### config.mk
export PLATFORM = sky130hd
export DESIGN_NAME = port_zero_pin_control
export DESIGN_NICKNAME = d
export VERILOG_FILES = /design/src/design/port_zero_pkg.sv /design/src/design/pin_input_sync.sv /design/src/design/port_pin_mux.sv /design/src/design/port_zero_pin_control.sv
export SDC_FILE = /design/constraint.sdc
export NUM_CORES = 1
export LEC_CHECK = 0
export ABC_AREA = 1
export BUFFER_PORTS_ARGS = -buffer_cell sky130_fd_sc_hd__buf_2
export CAP_MARGIN = 40
export CORE_UTILIZATION = 40
export CTS_CLUSTER_SIZE = 28
export DETAILED_ROUTE_END_ITERATION = 12
export GPL_ROUTABILITY_DRIVEN = 0
export PLACE_DENSITY = 0.77
export RECOVER_POWER = 100
export SETUP_SLACK_MARGIN = 0.1
export SKIP_CTS_REPAIR_TIMING = 1
export SYNTH_ARGS = -nofsm -noshare
export SYNTH_HDL_FRONTEND = slang
export SYNTH_HIERARCHICAL = 1
export SYNTH_SLANG_ARGS = --single-unit
### constraint.sdc
create_clock -name clk_i -period 2.05 [get_ports clk_i]
set_input_delay 0.205 -clock clk_i [delete_from_list [all_inputs] [get_ports clk_i]]
set_output_delay 0.205 -clock clk_i [all_outputs]
set_load 0.01 [all_outputs]
### src/design/port_zero_pkg.sv
// constants for the eight-pin port zero control block
// assumes a byte-wide register port with printed offsets as addresses
package port_zero_pkg;

	localparam int PIN_COUNT = 8;
	localparam int ADDR_W = 8;

	// register offsets
	localparam logic [7:0] DATA_OFFSET = 8'h80;
	localparam logic [7:0] DRIVE_OFFSET = 8'h91;
	localparam logic [7:0] LCD_BIAS_OFFSET = 8'h92;
	localparam logic [7:0] ANALOG_OFFSET = 8'hAF;
	localparam logic [7:0] LED_CTRL_OFFSET = 8'hB1;
	localparam logic [7:0] PIN_STATE_OFFSET = 8'hB2;

	// reset values
	localparam logic [7:0] DATA_RESET = 8'h00;
	localparam logic [7:0] DRIVE_RESET = 8'h00;
	localparam logic [7:0] LCD_BIAS_RESET = 8'h00;
	localparam logic [2:0] ANALOG_RESET = 3'h0;
	localparam logic [7:0] LED_CTRL_RESET = 8'h04;

	// field positions
	localparam int ANALOG_LSB = 5;
	localparam int LED_DUTY_LSB = 6;
	localparam int LED_COMMON_PINS = 4;

	// led duty selections
	typedef enum logic [1:0] {
		LED_OFF = 2'h0,
		LED_DUTY_8 = 2'h1,
		LED_DUTY_9 = 2'h2,
		LED_DUTY_10 = 2'h3
	} led_duty_t;

	// owner of each pin
	typedef enum logic [3:0] {
		OWN_GPIO = 4'h1,
		OWN_ANALOG = 4'h2,
		OWN_LCD = 4'h4,
		OWN_LED = 4'h8
	} pin_owner_t;

endpackage : port_zero_pkg

### src/design/pin_input_sync.sv
// two-stage synchroniser for the port input pins
// assumes pins are asynchronous to clk_i
`timescale 1ns/100ps
module pin_input_sync
	import port_zero_pkg::*;
#(
	parameter int WIDTH = 8
)
(
	input wire logic clk_i,
	input wire logic rst_i,
	input wire logic [WIDTH-1:0] async_i,
	output logic [WIDTH-1:0] sync_o
);

	logic [WIDTH-1:0] meta_reg;

	// first stage feeds only the second
	always_ff @(posedge clk_i)
	begin
		if (rst_i)
		begin
			meta_reg <= '0;
			sync_o <= '0;
		end
		else
		begin
			meta_reg <= async_i;
			sync_o <= meta_reg;
		end
	end

endmodule : pin_input_sync

### src/design/port_pin_mux.sv
// one pin's function selection and pad control
// assumes the pad resolves drive, pull-up and bias from these levels
`timescale 1ns/100ps
module port_pin_mux
	import port_zero_pkg::*;
(
	input wire logic data_i,
	input wire logic drive_en_i,
	input wire logic lcd_bias_i,
	input wire logic analog_en_i,
	input wire logic led_en_i,
	input wire logic led_level_i,
	input wire logic lcd_level_i,
	output logic pad_o,
	output logic pad_oe_o,
	output logic pull_up_o,
	output logic schmitt_en_o,
	output logic analog_sel_o,
	output logic lcd_sel_o,
	output pin_owner_t owner_o
);

	// owner priority: led scan, lcd bias, analog, then plain gpio
	always_comb
	begin
		pad_o = 1'b0;
		pad_oe_o = 1'b0;
		pull_up_o = 1'b0;
		schmitt_en_o = 1'b0;
		analog_sel_o = 1'b0;
		lcd_sel_o = 1'b0;
		owner_o = OWN_GPIO;
		if (led_en_i)
		begin
			owner_o = OWN_LED;
			pad_o = led_level_i;
			pad_oe_o = 1'b1;
		end
		else if (lcd_bias_i)
		begin
			owner_o = OWN_LCD;
			lcd_sel_o = 1'b1;
			pad_o = lcd_level_i;
		end
		else if (analog_en_i)
		begin
			owner_o = OWN_ANALOG;
			analog_sel_o = 1'b1;
		end
		else if (drive_en_i)
		begin
			pad_o = data_i;
			pad_oe_o = 1'b1;
		end
		else
		begin
			pull_up_o = data_i;
			schmitt_en_o = 1'b1;
		end
	end

endmodule : port_pin_mux

### src/design/port_zero_pin_control.sv
// port zero pin control: registers and per-pin function selection
// assumes a single-cycle register port and external pad, scanner, lcd
// and adc logic that consume the per-pin selects
//
// Function
// - drive off, data one gives pull-up; data zero gives high impedance.
// - drive enable one makes push-pull output; zero makes Schmitt input.
// - lcd bias bit forces half-bias drive regardless of data or drive.
// - analog field routes pins seven, six, five to adc channels.
// - lcd bias and analog enables win over drive enable.
// - led duty field selects scan; enabled scan takes commons zero to three.
//
// Strobed register access was chosen for this implementation.
`timescale 1ns/100ps
module port_zero_pin_control
	import port_zero_pkg::*;
#(
	parameter int PINS = PIN_COUNT
)
(
	input wire logic clk_i,
	input wire logic rst_i,
	input wire logic [ADDR_W-1:0] addr_i,
	input wire logic [7:0] wdata_i,
	input wire logic wr_i,
	input wire logic rd_i,
	output logic [7:0] rdata_o,
	input wire logic [PINS-1:0] pad_i,
	input wire logic [LED_COMMON_PINS-1:0] led_common_level_i,
	input wire logic [PINS-1:0] lcd_common_level_i,
	output logic [PINS-1:0] pad_o,
	output logic [PINS-1:0] pad_oe_o,
	output logic [PINS-1:0] pull_up_o,
	output logic [PINS-1:0] schmitt_en_o,
	output logic [PINS-1:0] lcd_common_out_o,
	output logic [2:0] analog_channel_pin_o,
	output logic [1:0] led_duty_select_o,
	output logic [7:0] led_scan_control_o,
	output logic [PINS-1:0] pin_in_o
);

	logic [7:0] port_zero_data_reg;
	logic [7:0] port_zero_drive_enable_reg;
	logic [7:0] lcd_bias_enable_reg;
	logic [2:0] analog_input_enable_reg;
	logic [7:0] led_scan_control_reg;
	logic [7:0] rdata_next;
	logic [PINS-1:0] pin_sync;
	logic [PINS-1:0] analog_pin;
	logic [PINS-1:0] led_pin;
	logic [PINS-1:0] schmitt_en;
	logic led_active;

	// data register, read back as the latch value
	// cleared data at reset
	always_ff @(posedge clk_i)
	begin
		if (rst_i)
			port_zero_data_reg <= DATA_RESET;
		else if (wr_i && addr_i == DATA_OFFSET)
			port_zero_data_reg <= wdata_i;
	end

	// drive enable register
	// drive off at reset
	always_ff @(posedge clk_i)
	begin
		if (rst_i)
			port_zero_drive_enable_reg <= DRIVE_RESET;
		else if (wr_i && addr_i == DRIVE_OFFSET)
			port_zero_drive_enable_reg <= wdata_i;
	end

	// lcd bias enable register
	always_ff @(posedge clk_i)
	begin
		if (rst_i)
			lcd_bias_enable_reg <= LCD_BIAS_RESET;
		else if (wr_i && addr_i == LCD_BIAS_OFFSET)
			lcd_bias_enable_reg <= wdata_i;
	end

	// analog enable lives in the top three bits; low bits reserved
	always_ff @(posedge clk_i)
	begin
		if (rst_i)
			analog_input_enable_reg <= ANALOG_RESET;
		else if (wr_i && addr_i == ANALOG_OFFSET)
			analog_input_enable_reg <= wdata_i[7:ANALOG_LSB];
	end

	// led control; only the duty field is used here, rest passes out
	always_ff @(posedge clk_i)
	begin
		if (rst_i)
			led_scan_control_reg <= LED_CTRL_RESET;
		else if (wr_i && addr_i == LED_CTRL_OFFSET)
			led_scan_control_reg <= wdata_i;
	end

	// read mux; unmapped addresses read zero
	always_comb
	begin
		rdata_next = 8'h00;
		case (addr_i)
			DATA_OFFSET: rdata_next = port_zero_data_reg;
			DRIVE_OFFSET: rdata_next = port_zero_drive_enable_reg;
			LCD_BIAS_OFFSET: rdata_next = lcd_bias_enable_reg;
			ANALOG_OFFSET: rdata_next = {analog_input_enable_reg, 5'h00};
			LED_CTRL_OFFSET: rdata_next = led_scan_control_reg;
			PIN_STATE_OFFSET: rdata_next = pin_sync & schmitt_en;
			default: rdata_next = 8'h00;
		endcase
	end

	// read data holds only in the cycle after the strobe
	always_ff @(posedge clk_i)
	begin
		if (rst_i)
			rdata_o <= 8'h00;
		else if (rd_i)
			rdata_o <= rdata_next;
		else
			rdata_o <= 8'h00;
	end

	// pins are asynchronous, so two flops before any use
	pin_input_sync #(
		.WIDTH(PINS)
	) u_sync (
		.clk_i(clk_i),
		.rst_i(rst_i),
		.async_i(pad_i),
		.sync_o(pin_sync)
	);

	assign led_active = led_scan_control_reg[7:LED_DUTY_LSB] != LED_OFF;
	assign led_duty_select_o = led_scan_control_reg[7:LED_DUTY_LSB];
	assign led_scan_control_o = led_scan_control_reg;

	// pins five to seven map to analog bits
	assign analog_pin = {analog_input_enable_reg, 5'h00};
	assign analog_channel_pin_o = analog_input_enable_reg;
	assign led_pin = led_active ? {4'h0, 4'hF} : 8'h00;

	// per-pin priority lives in the mux
	genvar g;
	generate
		for (g = 0; g < PINS; g++)
		begin : g_pin
			port_pin_mux u_mux (
				.data_i(port_zero_data_reg[g]),
				.drive_en_i(port_zero_drive_enable_reg[g]),
				.lcd_bias_i(lcd_bias_enable_reg[g]),
				.analog_en_i(analog_pin[g]),
				.led_en_i(led_pin[g]),
				.led_level_i(g < LED_COMMON_PINS ?
					led_common_level_i[g % LED_COMMON_PINS] : 1'b0),
				.lcd_level_i(lcd_common_level_i[g]),
				.pad_o(pad_o[g]),
				.pad_oe_o(pad_oe_o[g]),
				.pull_up_o(pull_up_o[g]),
				.schmitt_en_o(schmitt_en[g]),
				.analog_sel_o(),
				.lcd_sel_o(lcd_common_out_o[g]),
				.owner_o()
			);
		end
	endgenerate

	assign schmitt_en_o = schmitt_en;
	// digital input reads zero where the pin is not an input
	assign pin_in_o = pin_sync & schmitt_en;

endmodule : port_zero_pin_control

==> impl_metrics.json, run 1 <==
{
  "ir_worst_vdd_v": 0.000369,
  "drcViolationCount": 0,
  "netlist_area_mm2": 0.00324,
  "timing.final.crit_share": 0.850,
  "holdWs_ps": 59.9,
  "rsz0062_at_grt": "no",
  "worst-path-buf-inv": 5,
  "crit_path_max_incr_delay_ps": 340,
  "drive_gt1_frac": 0.153,
  "grt_pass1_wl_um": 15000,
  "grt_pass1_vias": 3157,
  "dpl.hpwl_um": 6840,
  "status": "finished, final reports clean",
  "fmax_mhz": 574,
  "maxSlewHeadroom": 0.0183,
  "clock_path_buffers": 2,
  "postSynthCellCount": 495,
  "hold_viol": 0,
  "yosysWarnings": 6,
  "worstSetupPathType": "flip-flop to output pin",
  "drv_cap": 0,
  "die_h_um": 92.0,
  "placementRows": 32,
  "path_max_fanout": 13,
  "cts_tree": "built",
  "final_area_mm2": 0.00398,
  "grt_max_degree": 30,
  "ant_nets": 0,
  "period_minus_slack_ps": 1740,
  "grt.total_usage": 0.227,
  "crit_slowest_cell": "dfxtp_1",
  "core_area_mm2": 0.00777,
  "finalSetupViolations": 0,
  "end_kind": "output pin",
  "wl_per_cell_um": 12.4,
  "hp-class": "input pin to flip-flop",
  "power.density_mw_per_mm2": 595,
  "numPortBuffers": 108,
  "crit_path_frequent_cell": "inv_1",
  "grt_antenna_before_repair": 0,
  "clock_latency_ps": 340,
  "cts_sinks": 59,
  "n_fill_cell": 843,
  "drv_slew": 0,
  "worst_pin_slew_ps": 1470,
  "multi_input_area_mm2": 0.00156,
  "vias_per_cell": 4.74,
  "htree_levels": 3,
  "clockRootBuffer": "clkbuf_8",
  "routed_wl_um": 9170,
  "drtIter0Drc": 278,
  "critPathLaunchType": "flip-flop",
  "die_area_mm2": 0.00846,
  "io_pins": 109,
  "first_pass_iters": 5,
  "clk_pin_slew_worst_paths_ps": 70,
  "cp.required_ps": 1850,
  "critical-path-top-delay-family": "buffers and inverters",
  "n_antenna_cell": 0,
  "p_leak_nw": 1.82,
  "regArea_mm2": 0.00118,
  "place_area_mm2": 0.00393,
  "die_w_um": 92.0,
  "initial_core_util": 0.417,
  "vias": 3497,
  "final_nets": 671,
  "cp_data_arrival_time_ps": 1540,
  "post_synth.cell_area_avg_um2": 6.54,
  "crit_chain": "inv_1, nand2_4, inv_1, nand3_1, inv_1, nand2_1, inv_1, clkbuf_1",
  "finClkSkew_ps": 8.27,
  "setup_tns_ps": 0,
  "areaGrowthSynthToFinish_pct": 22.8,
  "grt-ovfl-total": 0,
  "numCtsBuffers": 9
}
layout by cell type, fill, tap and decap left out, drive strengths merged:
| cell type | instances |
|---|---|
| nand3 | 72 |
| clkbuf | 81 |
| a21oi | 29 |
| clkinvlp | 2 |
| o21ai | 34 |
| buf | 46 |
| nand2 | 72 |
| inv | 113 |
| clkinv | 3 |
| nor2 | 84 |
| dfxtp | 59 |
| conb | 25 |
| nor3 | 16 |
tightest hold or removal path: stages:
cell and delay, ps:
buf_2 70, inv_1 30, nor2_1 60
stage by stage:
stage | setup slack, ps | cells | util | power [mW]
floorplan | 493 | 519 | - | 1.33
global placement | 348 | 722 | 0.506 | 1.43
detailed placement | 316 | 722 | 0.506 | 1.43
CTS | 68.8 | 738 | 0.530 | 2.38
global route | 121 | 738 | 0.512 | 2.45
finish | 308 | 738 | 0.512 | 2.37
final timing paths:
check / startpoint / end / slack, ps / depth (start not counted)
worst max-delay path: led_scan_control_o[6] / pin_in_o[3] / 310 / 8
worst min register to register: u_sync/meta_reg[1] / u_sync/sync_o[1] / 400 / 2
worst max register to register: led_scan_control_o[6] / rdata_o[3] / 560 / 11
worst min-delay path: pad_i[5] / u_sync/meta_reg[5] / 60 / 3
report_power, final:
group / switching, mW / total (mW) / internal [mW]
registers: 0.00508 / 1.17 / 1.16
logic: 0.156 / 0.232 / 0.0756
clock network: 0.467 / 0.968 / 0.500
total: 0.629 / 2.37 / 1.74
per-layer routing:
metal	routed length [um]	track usage
met5	0	0
met4	190	0.105
met3	768	0.0522
met2	4220	0.369
met1	4000	0.283
area by class of cell:
| cell class | count | share of cell area |
|---|---|---|
| inverters | 114 | 0.108 |
| clock inverters | 4 | 0.00630 |
| multi-input cells | 332 | 0.392 |
| well taps | 102 | 0.0321 |
| flip-flops and latches | 59 | 0.297 |
| clock buffers | 12 | 0.0390 |
| repair buffers | 115 | 0.126 |
(Power assumes the default switching activity.)
==> run 2: changes to the inputs <==
==> constraint.sdc (replaced) <==
create_clock -name clk_i -period 1.65 [get_ports clk_i]
set_input_delay 0.165 -clock clk_i [delete_from_list [all_inputs] [get_ports clk_i]]
set_output_delay 0.165 -clock clk_i [all_outputs]
set_load 0.01 [all_outputs]
==> run 2 against run 1 <==
  * Design area rose by 5.7%
  * Hold slack got worse by 37 ps
  * Register-to-register slack got worse by 310 ps
  * Sequential share of layout area fell by 1.4 points
  * Largest cell class unchanged
  * Highest routed layer unchanged
==> impl_metrics.json, run 2 (synthesis results as in run 1) <==
{
  "status": "finished, final reports clean",
  "regArea_mm2": 0.00119,
  "multi_input_area_mm2": 0.00163,
  "clk_pin_slew_worst_paths_ps": 70,
  "die_w_um": 92.0,
  "setup.worst_path.start": "led_scan_control_o[6]",
  "grt-ovfl-total": 0,
  "rsz0062_at_grt": "yes",
  "placementRows": 32,
  "io_pins": 109,
  "critical-path-top-delay-family": "buffers and inverters",
  "power.density_mw_per_mm2": 726,
  "cts_tree": "built",
  "maxSlewHeadroom": 0.0590,
  "vias_per_cell": 4.76,
  "numCtsBuffers": 9,
  "htree_levels": 3,
  "grt_max_degree": 30,
  "finalSetupViolations": 0,
  "ir_worst_vdd_v": 0.000536,
  "clockRootBuffer": "clkbuf_8",
  "cp.required_ps": 1480,
  "dpl.hpwl_um": 6800,
  "drtIter0Drc": 304,
  "period_minus_slack_ps": 1570,
  "total_power_mw": 3.05,
  "cts_sinks": 59,
  "crit_slowest_cell": "dfxtp_4",
  "ant_nets": 0,
  "drv_slew": 0,
  "n_antenna_cell": 0,
  "crit_chain": "inv_8, nand2_8, inv_4, nand3_2, inv_2, nand2_1, inv_1, clkbuf_1",
  "clock_latency_ps": 340,
  "grt_antenna_before_repair": 0,
  "worstSetupPathType": "flip-flop to output pin",
  "dpl_worst_slack_ps": 94.3,
  "first_pass_iters": 6,
  "final_util": 0.541,
  "worst-path-buf-inv": 5,
  "setup_tns_ps": 0,
  "wl_per_cell_um": 12.8,
  "grt.total_usage": 0.221,
  "drcViolationCount": 0,
  "grt_pass1_vias": 3232,
  "core_area_mm2": 0.00777,
  "numPortBuffers": 108,
  "path_max_fanout": 8,
  "hold_start": "pad_i[7]",
  "critPathLaunchType": "flip-flop",
  "n_fill_cell": 787,
  "fmax_mhz": 636,
  "r2r_start": "led_scan_control_o[6]",
  "final_nets": 682,
  "cp_data_arrival_time_ps": 1410,
  "vias": 3565,
  "clock_path_buffers": 2,
  "die_area_mm2": 0.00846,
  "drive_gt1_frac": 0.224,
  "layout_commonest_cell": "inv_1",
  "p_leak_nw": 1.99,
  "hold_viol": 0,
  "finClkSkew_ps": 8.25,
  "routed_wl_um": 9570,
  "setup_ws_ps": 78.4,
  "end_kind": "output pin",
  "die_h_um": 92.0,
  "grt_pass1_wl_um": 14600,
  "drv_cap": 0,
  "worst_pin_slew_ps": 1410,
  "crit_path_max_incr_delay_ps": 370,
  "hp-class": "input pin to flip-flop",
  "areaGrowthSynthToFinish_pct": 29.8,
  "initial_core_util": 0.417,
  "timing.final.crit_share": 0.952,
  "mostFrequentLayoutCells": "inv_1, nand2_1, nand3_1, nor2_1"
}
==> run 2: per-stage QoR <==
| stage | area, um2 | instances | hold slack [ps] |
|---|---|---|---|
| 6_report | 4200 | 749 | 22.6 |
| 3_3_place_gp | 3940 | 722 | 367 |
| 4_1_cts | 4130 | 738 | 12.4 |
| 3_5_place_dp | 3940 | 722 | 370 |
| 5_1_grt | 4200 | 749 | 28.4 |
| 2_1_floorplan | 3330 | 519 | 244 |
==> run 2: worst register-to-register path, delay by kind of cell (launching register included) <==
family                 cells  cell delay [ps]
AND/OR/NAND/NOR            7              520
buffers and inverters      5              430
flip-flops                 1              370
==> run 2: path summary, 6_finish.rpt <==
| kind | to | slack [ps] | depth (start not counted) |
|---|---|---|---|
| max | pin_in_o[0] | 80 | 8 |
| min | u_sync/meta_reg[7] | 20 | 3 |
| max reg2reg | rdata_o[1] | 250 | 12 |
| min reg2reg | u_sync/sync_o[0] | 400 | 2 |
==> run 2: area by class of cell <==
class,count,share of cell area
inverter,114,0.108
timing repair buffer,125,0.145
multi-input combinational,333,0.388
sequential,59,0.283
clock inverter,5,0.0125
tap,102,0.0304
clock buffer,11,0.0337
==> run 2: report_power, final <==
| group | total (mW) | switching [mW] | internal (mW) | leakage (nW) |
|---|---|---|---|---|
| Combinational | 0.305 | 0.200 | 0.104 | 1.41 |
| Sequential | 1.45 | 0.00788 | 1.44 | 0.480 |
| Clock | 1.30 | 0.567 | 0.730 | 0.0991 |
==> run 2: layer usage <==
| metal | GRT usage | up-vias | share of wire |
|---|---|---|---|
| met5 | 0 | - | 0 |
| met4 | 0.0690 | 0 | 0.016 |
| met3 | 0.0680 | 21 | 0.084 |
| met2 | 0.374 | 148 | 0.49 |
| met1 | 0.267 | 1592 | 0.41 |
| li1 | - | 1804 | - |
==> run 3: changes to the inputs <==
--- a/config.mk
+++ b/config.mk
@@ -6,13 +6,14 @@
 export NUM_CORES = 1
 export LEC_CHECK = 0
 export ABC_AREA = 1
-export BUFFER_PORTS_ARGS = -buffer_cell sky130_fd_sc_hd__buf_2
 export CAP_MARGIN = 40
+export CORE_MARGIN = 5
 export CORE_UTILIZATION = 40
 export CTS_CLUSTER_SIZE = 28
 export DETAILED_ROUTE_END_ITERATION = 12
+export DONT_BUFFER_PORTS = 1
 export GPL_ROUTABILITY_DRIVEN = 0
-export PLACE_DENSITY = 0.77
+export PLACE_DENSITY = 0.66
 export RECOVER_POWER = 100
 export SETUP_SLACK_MARGIN = 0.1
 export SKIP_CTS_REPAIR_TIMING = 1
==> run 3 against run 2 <==
  * Critical path depth fell by 1
  * Die area increased by 18%
  * Combinational power decreased by 15%
  * Largest power group is now clock
==> impl_metrics.json, run 3 (synthesis results as in run 1) <==
{
  "status": "finished, final reports clean",
  "mostFrequentLayoutCells": "inv_1, nor2_1, nand2_1, nand3_1, dfxtp_1",
  "die_h_um": 100,
  "worst-path-buf-inv": 5,
  "end_kind": "output pin",
  "final_nets": 601,
  "io_pins": 109,
  "clk_pin_slew_worst_paths_ps": 70,
  "htree_levels": 3,
  "cts_sinks": 59,
  "routed_wl_um": 9530,
  "ant_nets": 0,
  "fmax_mhz": 658,
  "timing.final.crit_share": 0.922,
  "seq_power_share": 0.437,
  "cts_tree": "built",
  "drcViolationCount": 0,
  "finalNonFillerCells": 668,
  "clockRootBuffer": "clkbuf_8",
  "total_power_mw": 3.32,
  "p_leak_nw": 1.81,
  "crit_slowest_cell": "dfxtp_1",
  "critPathLaunchType": "flip-flop",
  "crit_path_max_incr_delay_ps": 370,
  "clockPowerShare": 0.486,
  "wl_met1_um": 3910,
  "layout_commonest_cell": "inv_1",
  "finalSetupViolations": 0,
  "grt_pass1_vias": 2875,
  "cp.required_ps": 1480,
  "highest_layer": "met4",
  "drv_slew": 0,
  "grt_pass1_wl_um": 14600,
  "core_area_mm2": 0.00781,
  "placementRows": 32,
  "n_antenna_cell": 0,
  "worst_pin_slew_ps": 707,
  "worstSetupPathType": "flip-flop to output pin",
  "n_fill_cell": 774,
  "hold_start": "wdata_i[6]",
  "numPortBuffers": 0,
  "numCtsBuffers": 9,
  "grt_antenna_before_repair": 0,
  "hp-class": "input pin to flip-flop",
  "period_minus_slack_ps": 1520,
  "wl_met3_um": 1010,
  "p_int_mw": 2.58,
  "dp_cells": 630,
  "setup.worst_path.start": "led_scan_control_o[7]",
  "grt-ovfl-total": 0,
  "p_comb_frac": 0.078,
  "wl_per_cell_um": 14.3,
  "clock_latency_ps": 350,
  "netSwitchingPower_uw": 746,
  "path_max_fanout": 6,
  "grt.total_usage": 0.187,
  "vias": 3178,
  "initial_core_util": 0.415,
  "dpl.hpwl_um": 6910,
  "finClkSkew_ps": 7.23,
  "wl_met2_um": 4490,
  "crit_chain": "inv_4, nand2_8, inv_1, nand3_2, inv_1, buf_4, buf_4",
  "power.density_mw_per_mm2": 841,
  "die_area_mm2": 0.00999,
  "p_sw_frac": 0.224,
  "hold_viol": 0,
  "drtIter0Drc": 315,
  "grt_max_degree": 31,
  "critical-path-top-delay-family": "buffers and inverters",
  "maxSlewHeadroom": 0.527,
  "die_w_um": 100,
  "areaGrowthSynthToFinish_pct": 22.1,
  "clock_path_buffers": 2,
  "rsz0062_at_grt": "yes",
  "first_pass_iters": 5,
  "cp_data_arrival_time_ps": 1360,
  "ir_worst_vdd_v": 0.000664,
  "r2r_start": "lcd_bias_enable_reg[5]",
  "drive_gt1_frac": 0.155,
  "vias_per_cell": 4.76,
  "drv_cap": 0
}
## run 3: cell types whose count changed in the layout (fill, tap and decap cells not counted), sizes merged
cell / change
dlygate4sd3: +14
clkbuf: -46
buf: -49
clkinv: -1
bufinv: +2
clkinvlp: -1
## run 3: layer usage
layer  vias up  track usage
met5         -            0
met4         0       0.0504
li1       1636            -
met1      1401        0.224
met2       122        0.303
met3        19       0.0841
## run 3: final timing paths
| check | endpoint | slack (ps) | cells after the start |
|---|---|---|---|
| setup / recovery | schmitt_en_o[1] | 130 | 7 |
| hold / removal | led_scan_control_o[6] | 10 | 2 |
| setup reg to reg | rdata_o[5] | 310 | 9 |
| hold reg to reg | u_sync/sync_o[1] | 400 | 2 |
## run 3: power by group through the flow
stage	Clock [mW]	Sequential (mW)	Combinational, mW
final	1.62	1.45	0.258
after global routing	1.72	1.45	0.290
after detailed placement	0	1.48	0.213
after floorplan	0	1.48	0.177
after global placement	0	1.48	0.210
after CTS	1.64	1.45	0.213
## run 3: area by class of cell
type,count,area [um2],share of cell area
Multi-Input combinational cell,333,1600,0.405
Sequential cell,59,1180,0.299
Inverter,114,440,0.111
Timing Repair Buffer,44,360,0.0912
Clock buffer,11,141,0.0358
Tap cell,102,128,0.0323
Clock inverter,5,100,0.0253
## run 3: metrics by stage
| step | util | hold WS [ps] | instance area [um2] | TNS [ps] | setup WS (ps) |
|---|---|---|---|---|---|
| after detailed placement | 0.450 | 237 | 3520 | 0 | 273 |
| after global placement | 0.450 | 236 | 3520 | 0 | 306 |
| after global routing | 0.506 | 3.45 | 3950 | 0 | 47.9 |
| after CTS | 0.481 | -129 | 3760 | -9.94 | -9.94 |
| after floorplan | - | 244 | 3330 | 0 | 221 |
| final | 0.506 | 11.4 | 3950 | 0 | 129 |
